## config.mk

```make
export PLATFORM = sky130hd
export DESIGN_NAME = bwn_branch_unit
export DESIGN_NICKNAME = d
export VERILOG_FILES = /design/src/rtl/bwn_pkg.sv /design/src/rtl/bwn_idle_if.sv /design/src/rtl/bwn_idle_counter.sv /design/src/rtl/bwn_branch_unit.sv
export SDC_FILE = /design/constraint.sdc
export NUM_CORES = 1
export LEC_CHECK = 0
export BUFFER_PORTS_ARGS = -buffer_cell sky130_fd_sc_hd__buf_2
export CAP_MARGIN = 5
export CORE_ASPECT_RATIO = 0.7
export CORE_UTILIZATION = 31
export CTS_CLUSTER_SIZE = 12
export DETAILED_ROUTE_END_ITERATION = 12
export GPL_TIMING_DRIVEN = 0
export PLACE_DENSITY = 0.61
export SYNTH_ARGS = -nofsm -noshare
export SYNTH_HDL_FRONTEND = slang
export SYNTH_SLANG_ARGS = --single-unit
```

## constraint.sdc

```tcl
create_clock -name clock -period 12.72 [get_ports clock]
set_clock_uncertainty 0.15 [all_clocks]
set_input_delay 2.544 -clock clock [delete_from_list [all_inputs] [get_ports clock]]
set_output_delay 2.544 -clock clock [all_outputs]
set_load 0.01 [all_outputs]
```

## src/rtl/bwn_pkg.sv

```systemverilog
// Shared constants and types for the branch-with-idle-cycles unit.
package bwn_pkg;

  // Data path widths.
  localparam int unsigned DATA_W     = 32;
  localparam int unsigned IDLE_IMM_W = 3;
  localparam int unsigned IDLE_CNT_W = 4;
  localparam int unsigned OFF10_W    = 10;
  localparam int unsigned OFF12_W    = 12;
  localparam int unsigned OFF_SHIFT  = 2;
  localparam int unsigned DELAY_W    = 3;

  // Idle cycle limits and the branch shadow.
  localparam logic [IDLE_IMM_W-1:0] MAX_IDLE_IMM  = 3'h5;
  localparam logic [IDLE_CNT_W-1:0] IDLE_EXTRA    = 4'h1;
  localparam logic [IDLE_CNT_W-1:0] IDLE_ZERO     = 4'h0;
  localparam logic [DELAY_W-1:0]    DELAY_SLOTS   = 3'h5;
  localparam logic [DELAY_W-1:0]    DELAY_ZERO    = 3'h0;
  localparam logic [DELAY_W-1:0]    DELAY_LAST    = 3'h1;

  // Reset values of the fetch counter outputs.
  localparam logic [DATA_W-1:0]     COUNTER_RESET = 32'h0000_0000;

  // Decoded branch operation presented at the first execute stage.
  typedef enum logic [1:0] {
    BWN_OP_NONE,
    BWN_OP_IDLE_REG,
    BWN_OP_IDLE_DISP,
    BWN_OP_NONNEG
  } bwn_op_t;

  // Functional unit that carries the instruction.
  typedef enum logic {
    BWN_UNIT_S1,
    BWN_UNIT_S2
  } bwn_unit_t;

endpackage

```

## src/rtl/bwn_idle_if.sv

```systemverilog
// Interface between the branch control and its idle cycle counter.
`timescale 1ns/1ps
`default_nettype none

interface bwn_idle_if;
  import bwn_pkg::*;

  logic                  load;
  logic [IDLE_CNT_W-1:0] load_count;
  logic                  cut;
  logic                  busy;
  logic [IDLE_CNT_W-1:0] count;

  modport ctrl (
    output load,
    output load_count,
    output cut,
    input  busy,
    input  count
  );

  modport counter (
    input  load,
    input  load_count,
    input  cut,
    output busy,
    output count
  );

endinterface

`default_nettype wire

```

## src/rtl/bwn_idle_counter.sv

```systemverilog
// Down counter that holds the core idle for the inserted idle cycles.
`timescale 1ns/1ps
`default_nettype none

module bwn_idle_counter
  import bwn_pkg::*;
(
  // Clock and reset.
  input  wire logic    clock,
  input  wire logic    reset,
  input  wire logic    clock_enable,
  // Control from the branch unit.
  bwn_idle_if.counter  idle
);

  logic [IDLE_CNT_W-1:0] count;
  logic [IDLE_CNT_W-1:0] next_count;

  // A load only comes while the counter is idle, so a branch landing in the same cycle
  // has no run left to end; letting the cut win there would lose the new idle run.
  always_comb
  begin
    next_count = count;
    if (idle.load)
    begin
      next_count = idle.load_count;
    end
    else if (idle.cut)
    begin
      next_count = IDLE_ZERO;
    end
    else if (count != IDLE_ZERO)
    begin
      next_count = count - IDLE_EXTRA;
    end
  end

  always_ff @(posedge clock)
  begin
    if (reset)
    begin
      count <= IDLE_ZERO;
    end
    else if (clock_enable)
    begin
      count <= next_count;
    end
  end

  assign idle.count = count;
  assign idle.busy  = (count != IDLE_ZERO);

endmodule

`default_nettype wire

```

## src/rtl/bwn_branch_unit.sv

```systemverilog
// Branch execution for the register and displacement idle branches and the nonnegative branch.
`timescale 1ns/1ps
`default_nettype none

module bwn_branch_unit
  import bwn_pkg::*;
(
  // Clock, reset and freeze.
  input  wire logic                  clock,
  input  wire logic                  reset,
  input  wire logic                  clock_enable,
  // Instruction at the first execute stage.
  input  wire logic                  issue_valid,
  input  wire bwn_op_t               issue_op,
  input  wire bwn_unit_t             issue_unit,
  input  wire logic                  predicate_true,
  input  wire logic [DATA_W-1:0]     second_source_operand,
  input  wire logic [DATA_W-1:0]     tested_register,
  input  wire logic [IDLE_IMM_W-1:0] idle_count_immediate,
  input  wire logic [OFF10_W-1:0]    signed_offset_immediate,
  input  wire logic [OFF12_W-1:0]    wide_signed_offset_immediate,
  input  wire logic [DATA_W-1:0]     fetch_packet_base_address,
  // Program fetch counter update.
  output logic                       counter_load,
  output logic [DATA_W-1:0]          program_fetch_counter,
  // Pipeline status toward fetch and decode.
  output logic                       issue_ready,
  output logic                       idle_insert,
  output logic [IDLE_CNT_W-1:0]      idle_remaining,
  output logic                       delay_slot_active,
  output logic                       target_arrive,
  output logic [DATA_W-1:0]          arrived_target,
  // Diagnostics.
  output logic                       illegal_unit,
  output logic                       idle_over_range,
  output logic                       issue_refused
);

  // Idle counter link.
  bwn_idle_if idle ();

  bwn_idle_counter u_idle_counter (
    .clock        (clock),
    .reset        (reset),
    .clock_enable (clock_enable),
    .idle         (idle.counter)
  );

  // Branch shadow state.
  typedef enum logic {
    BWN_ST_QUIET,
    BWN_ST_SHADOW
  } bwn_state_t;

  bwn_state_t           state;
  bwn_state_t           next_state;
  logic [DELAY_W-1:0]   delay_count;
  logic [DELAY_W-1:0]   next_delay_count;
  logic [DATA_W-1:0]    pending_target;
  logic [DATA_W-1:0]    next_pending_target;
  logic [DATA_W-1:0]    next_program_fetch_counter;
  logic [DATA_W-1:0]    next_arrived_target;
  logic                 next_counter_load;
  logic                 next_target_arrive;
  logic                 next_illegal_unit;
  logic                 next_idle_over_range;
  logic                 next_issue_refused;

  // Decode of the presented instruction.
  logic                 accept;
  logic                 is_idle_reg;
  logic                 is_idle_disp;
  logic                 is_nonneg;
  logic                 unit_ok;
  logic                 nonneg;
  logic                 taken;
  logic [DATA_W-1:0]    target;
  logic [DATA_W-1:0]    disp10;
  logic [DATA_W-1:0]    disp12;
  logic [IDLE_CNT_W-1:0] idle_base;
  logic                 shadow_ends;

  // Issue is refused while idle cycles are being inserted; the core is stalled then.
  assign issue_ready  = !idle.busy;
  assign accept       = issue_valid && issue_ready;
  assign is_idle_reg  = (issue_op == BWN_OP_IDLE_REG);
  assign is_idle_disp = (issue_op == BWN_OP_IDLE_DISP);
  assign is_nonneg    = (issue_op == BWN_OP_NONNEG);

  // Register form is only legal on the second S unit; elsewhere it only raises illegal_unit.
  assign unit_ok = !is_idle_reg || (issue_unit == BWN_UNIT_S2);

  // Sign bit test of any general register, not only a predicate register.
  assign nonneg = !tested_register[DATA_W-1];

  // Offsets are sign extended and scaled to words before the base is added.
  assign disp10 = {{(DATA_W-OFF10_W-OFF_SHIFT){signed_offset_immediate[OFF10_W-1]}},
                   signed_offset_immediate, {OFF_SHIFT{1'b0}}};
  assign disp12 = {{(DATA_W-OFF12_W-OFF_SHIFT){wide_signed_offset_immediate[OFF12_W-1]}},
                   wide_signed_offset_immediate, {OFF_SHIFT{1'b0}}};

  always_comb
  begin
    target = fetch_packet_base_address;
    unique case (issue_op)
      BWN_OP_IDLE_REG:  target = second_source_operand;
      BWN_OP_IDLE_DISP: target = fetch_packet_base_address + disp12;
      BWN_OP_NONNEG:    target = fetch_packet_base_address + disp10;
      BWN_OP_NONE:      target = fetch_packet_base_address;
    endcase
  end

  // The predicate gates only the branch; the nonnegative test is ANDed with it.
  always_comb
  begin
    taken = 1'b0;
    if (accept && unit_ok)
    begin
      unique case (issue_op)
        BWN_OP_IDLE_REG:  taken = predicate_true;
        BWN_OP_IDLE_DISP: taken = predicate_true;
        BWN_OP_NONNEG:    taken = predicate_true && nonneg;
        BWN_OP_NONE:      taken = 1'b0;
      endcase
    end
  end

  // Idle length: the count when taken, one more when not; the immediate is not clipped.
  always_comb
  begin
    idle_base = {1'b0, idle_count_immediate};
    idle.load_count = taken ? idle_base : (idle_base + IDLE_EXTRA);
    idle.load = accept && unit_ok && (is_idle_reg || is_idle_disp) &&
                (taken || (idle.load_count != IDLE_ZERO));
  end

  // The landing branch ends any idle run still going, so at most five cycles remain.
  assign shadow_ends = (state == BWN_ST_SHADOW) && (delay_count == DELAY_LAST);
  assign idle.cut    = shadow_ends;

  // Next values of the shadow tracker and the registered outputs.
  always_comb
  begin
    next_state                 = state;
    next_delay_count           = delay_count;
    next_pending_target        = pending_target;
    next_program_fetch_counter = program_fetch_counter;
    next_arrived_target        = arrived_target;
    next_counter_load          = 1'b0;
    next_target_arrive         = 1'b0;
    next_illegal_unit          = accept && !unit_ok;
    next_idle_over_range       = accept && unit_ok && (is_idle_reg || is_idle_disp) &&
                                 (idle_count_immediate > MAX_IDLE_IMM);
    next_issue_refused         = issue_valid && !issue_ready;

    unique case (state)
      BWN_ST_QUIET:
      begin
        next_delay_count = DELAY_ZERO;
      end
      BWN_ST_SHADOW:
      begin
        next_delay_count = delay_count - DELAY_LAST;
        if (shadow_ends)
        begin
          next_state          = BWN_ST_QUIET;
          next_target_arrive  = 1'b1;
          next_arrived_target = pending_target;
        end
      end
    endcase

    // A branch in the shadow of another restarts the shadow; two at once are not legal code.
    if (taken)
    begin
      next_state                 = BWN_ST_SHADOW;
      next_delay_count           = DELAY_SLOTS;
      next_pending_target        = target;
      next_program_fetch_counter = target;
      next_counter_load          = 1'b1;
    end
  end

  always_ff @(posedge clock)
  begin
    if (reset)
    begin
      state                 <= BWN_ST_QUIET;
      delay_count           <= DELAY_ZERO;
      pending_target        <= COUNTER_RESET;
      program_fetch_counter <= COUNTER_RESET;
      arrived_target        <= COUNTER_RESET;
      counter_load          <= 1'b0;
      target_arrive         <= 1'b0;
      illegal_unit          <= 1'b0;
      idle_over_range       <= 1'b0;
      issue_refused         <= 1'b0;
    end
    else if (clock_enable)
    begin
      state                 <= next_state;
      delay_count           <= next_delay_count;
      pending_target        <= next_pending_target;
      program_fetch_counter <= next_program_fetch_counter;
      arrived_target        <= next_arrived_target;
      counter_load          <= next_counter_load;
      target_arrive         <= next_target_arrive;
      illegal_unit          <= next_illegal_unit;
      idle_over_range       <= next_idle_over_range;
      issue_refused         <= next_issue_refused;
    end
  end

  // Status straight from the counter and shadow registers.
  assign idle_insert       = idle.busy;
  assign idle_remaining    = idle.count;
  assign delay_slot_active = (state == BWN_ST_SHADOW);

endmodule

`default_nettype wire

```

### Word-level counts from Yosys, hierarchy flattened

Cells that the tools add are included.
Widths: inputs -> output; s select.

* input bits: 129
* register bits after elaboration: 77
* output and inout port bits: 76
* word-level logic and storage cells: 60

* muxes and demuxes: 15
* bitwise operators: 1
* add/sub/neg operators: 5
* magnitude comparators: 1
* equal/unequal tests: 4
* reduce and logical (&&, ||, !) cells: 24

Operators with widths (count)
* $pmux 32 s4: 1
* $add 32x32->32: 2
* $mux 4: 4
* $logic_and 1x1->1: 9
* $reduce_bool 4->1: 2
* $mux 1: 7
* $pmux 3 s2: 1
* $add 3x1->4 const B: 1
* $eq 2x2->1 const B: 2
* $logic_not 1->1: 4
* $reduce_and 2->1: 2
* $sub 4x1->4 const B: 1
* $eq 3x1->1 const B: 1
* $gt 3x3->1 const B: 1
* $logic_or 1x1->1: 3
* $mux 3: 1
* $pmux 1 s3: 1
* $reduce_and 3->1: 1
* $reduce_bool 3->1: 1
* $sub 3x1->3 const B: 1
* $eq 2x1->1 const B: 1
* $logic_not 2->1: 1
* $reduce_or 2->1: 1
* $not 1->1: 1

### Depth between registers and ports, before layout

* word-level depth: 11
* gate-level depth with buffers: 15

### Cells and area by module

From an unflattened synthesis, not the netlist that was laid out.

* cells, all modules: 733
* area total of the unflattened synthesis: 5536.6 um^2

By module, submodules not included
* bwn_branch_unit: times used 1, sequential area each 1461.4 um^2, cells an instance 697, area an instance 5235.0 um^2
* bwn_idle_counter: times used 1, sequential area each 80.1 um^2, cells an instance 36, area an instance 301.5 um^2

### Least setup slack after synthesis

Ideal clock, no wire load.

* path kind: input to register
* from: input issue_op[0]
* to: register pending_target[31]
* path slack: 5.972 ns
* buffers on the path: 1
* stages: 13
* required time: 12.449 ns
* arrival time: 6.477 ns
* cell sequence: ha_1 > buf_6 > o21ai_0 > ha_1 > a21o_1 > o21bai_4 > a2111oi_4 > a2111oi_4 > o221ai_2 > xor2_1 > a21o_1 > a211oi_2 > o41ai_2

* cells in the longest elaborated chain, start to end: 6
* elaborated cells on any way between the ends: 12

RTL lines
* start: declaration: RTL line bwn_branch_unit.sv:14 `input wire bwn_op_t issue_op,`
* branches (longest 6 deep; another with $pmux 1 s3)
* end signal: assignment: RTL line bwn_branch_unit.sv:203 `pending_target <= next_pending_target;`
* end: declaration: RTL line bwn_branch_unit.sv:59 `logic [DATA_W-1:0] pending_target;`

Parallel ways; which one is timed is not known.
A chain may end at the register's enable or synchronous reset.

### Final worst setup path

* from: input issue_op[1]
* to: register pending_target[26]

Same word-level chain as after synthesis.

==> impl_results.md <==
- Max-cap viol count: 0
- Antenna-violating nets left: 0
- Maximum vdd drop: 0.0887 mV
- Top-area cell type share of the netlist area: 0.289
- Static Leak: 2.98 nW
- Status: finished, final reports clean
- Fill count: 1809
- Hold_buf cts: 0
- Number of buffers created by CTS: 9
- CP required: 12.77 ns
- Setup TNS: 0 ns
- Worst setup path startpoint: issue_op[1]
- Async set or reset register ratio after synthesis: 0
- Worst Path Buf+Inv: 3
- R2R Path Start: u_idle_counter.idle.count[0]
- DRC viols: 0
- Actual slew at the worst max-slew pin: 0.743 ns
- Syn Inst Count: 683
- Drt first-iter violations: 415
- GRT Total Usage: 0.223
- Placed insts: 1081
- Slowest stage delay, CP: 0.42 ns
- DR vias/cell: 5.22
- Vias in the first global route: 5158
- CP max stage cell: fa_1
- Via count: 5739
- Largest cells by area after synthesis: dfxtp_1, ha_1, a21oi_1
- Global-route wire length before repair: 30500 microns
- Clock buffer depth: 2
- Register area: 1540 sq um
- Crit start category: input port
- Post-synthesis area per instance: 7.82 sq um
- HPWL after DPL: 16400 microns
- CP Cell Sequence: buf_2 -> ha_1 -> buf_6 -> clkbuf_1 -> mux2_2 -> ha_1 -> fa_1 -> a21oi_1 -> o21ai_1 -> o21bai_1 -> a21o_1 -> a31oi_1 -> a41oi_1 -> xnor2_1 -> a221oi_1 -> nor4_1
- Top delay family on crit path: compound AO/OA/AOI/OAI gates
- Final setup fails: 0
- Post-CTS setup buffers: 0
- Fin. max-slew vios: 0
- Yosys top cell by area: dfxtp_1
- Initial Utilization: 0.322
- Area of the multi-input gates: 3470 sq um
- DRT Wirelength: 20100 microns
- Buffers added on ports: 172
- Synth warnings: 0
- Placement Rows: 39
- Nets: 1039
- Post-synth EDFFs: 0
- CTS Sinks: 77
- Skew-Pair Late Insertion Delay: 0.33 ns
- Kind of critical path: in -> reg
- Hold_sp: arrived_target[0]
- Die height: 112 microns
- CP endpoint kind: flip-flop
- Arrival time worst endpoint: 6.28 ns
- Commonest cells after routing, fill and taps aside: buf_2, nand2_1, a21oi_1, dfxtp_1, nor2_1
- Mapped Area: 5340 sq um
- RSZ-0062 raised after global routing: no
- Synthesis-to-finish area growth: 27.5%
- Post-DP Area: 6500 sq um
- Clock transition at the registers of the reported paths: 0.06 ns
- Flops & latches, synth: 77
- Critical path's most frequent cell: ha_1
- Design area: 6810 sq um
- DRT Pass-1 Iters: 5
- Slew headroom: 0.501
- Sequential fraction of the synthesis area: 0.289
- Layout cells sized above 1: 0.265
- HP Class: reg -> reg
- Reg2Reg Setup Slack: 9.96 ns
- CTS tree: yes
- Achievable frequency: 160 MHz
- Per-cell routed wire length: 18.3 microns
- Util after Layout: 0.410
- Die X: 159 microns
- Final Cycle Share: 0.490
- Min Clock Period, post-route: 6.23 ns
- # IOs: 205
- Most common cell after layout, fill and taps aside: buf_2
- Initial antenna violation count: 1
- Syn_nets: 855
- H-tree levels: 3
- Max FO, Critical Path: 10
- Tot Pwr: 0.000813 W
- Gpl congestion: 0.892
- Root buf cell: clkbuf_16
- Final Non-Filler Cells: 1099
- Top_reg_cell synth: dfxtp_1
- Pin count of the biggest net entering global routing: 19
- Die area: 17800 sq um
- Unique masters post-synth: 65
- Post-CTS Resized: 0
- Grt total ovfl: 0
- Hold Fails Final Rpt: 0
- Pwr dens: 119 nW/um^2
- Core Box Area: 16600 sq um
==> kinds of logic (layout without fill, tap and decap cells) <==
| logic type | after synthesis | in the layout | synth area share |
|---|---|---|---|
| buf+inv | 63 | 252 | 0.0623 |
| mux | 10 | 10 | 0.0209 |
| flops | 77 | 77 | 0.289 |
| compound gates | 238 | 238 | 0.295 |
| simple gates | 225 | 225 | 0.187 |
| xor+xnor | 27 | 27 | 0.0443 |
| other cells | 0 | 2 | 0 |
| fa+ha+maj | 43 | 43 | 0.102 |
==> per-layer routing <==
layer | track usage | vias up | wire [microns] | part of all wire
li1 | - | 2857 | - | -
met1 | 0.344 | 2650 | 10500 | 0.52
met2 | 0.310 | 228 | 7860 | 0.39
met3 | 0.0622 | 4 | 1750 | 0.087
met4 | 0.0199 | 0 | 65 | 0.0032
met5 | 0 | - | 0 | 0
==> state kept, by name, summed over array words and instances (netlist names) <==
name	flops
issue_refused	1
u_idle_counter.idle.count	4
target_arrive	1
pending_target	32
delay_slot_active	1
idle_over_range	1
illegal_unit	1
arrived_target	32
delay_count	3
counter_load	1
==> final timing paths <==
check                  endpoint  cells past startpoint
min reg2reg   arrived_target[0]                      2
min           arrived_target[0]                      2
max          pending_target[26]                     16
max reg2reg  pending_target[20]                      8
==> where the power goes <==
group / switching, W / internal (W)
Clock: 0.000102 / 0.000157
Sequential: 0.0000146 / 0.000255
Combinational: 0.000169 / 0.000115
==> layout make-up <==
cell class,count,share of cell area
repair buffers,173,0.129
diodes,2,0.000735
clock buffers,11,0.0356
plain buffers,43,0.0379
clock inverters,5,0.00882
multi-input cells,543,0.510
inverters,20,0.0110
well taps,225,0.0413
flip-flops and latches,77,0.226
==> per-stage QoR <==
step / hold slack (ns) / setup slack [ns]
5_1_grt: 0.320 / 6.24
4_1_cts: 0.303 / 6.48
2_1_floorplan: 0.311 / 5.97
6_report: 0.300 / 6.49
3_5_place_dp: 0.295 / 6.13
3_3_place_gp: 0.292 / 4.68
==> worst reg2reg max path: stages, from the launching register on <==
cell and delay (ns):
dfxtp_1 0.36, inv_1 0.10, ha_1 0.13, and2_1 0.20
nand3_1 0.14, nor3_1 0.56, nand2_1 0.42, a221oi_1 0.45
nor4_1 0.11
==> cell usage after synthesis, types with 5 or more instances <==
master and number:
nand2_1 104, a21oi_1 103, dfxtp_1 77, nor2_1 52, ha_1 42, clkbuf_1 30
o21ai_0 24, inv_1 20, nor3_1 20, a21o_1 19, xnor2_1 17, o21ai_1 14
a221oi_1 12, o211ai_1 12, nor4_1 11, nand3_1 10, xor2_1 10, mux2_2 9
a211oi_1 8, a221o_1 8, clkbuf_8 6, nand3b_1 5
Note: power is estimated with default switching activity, not from simulation.
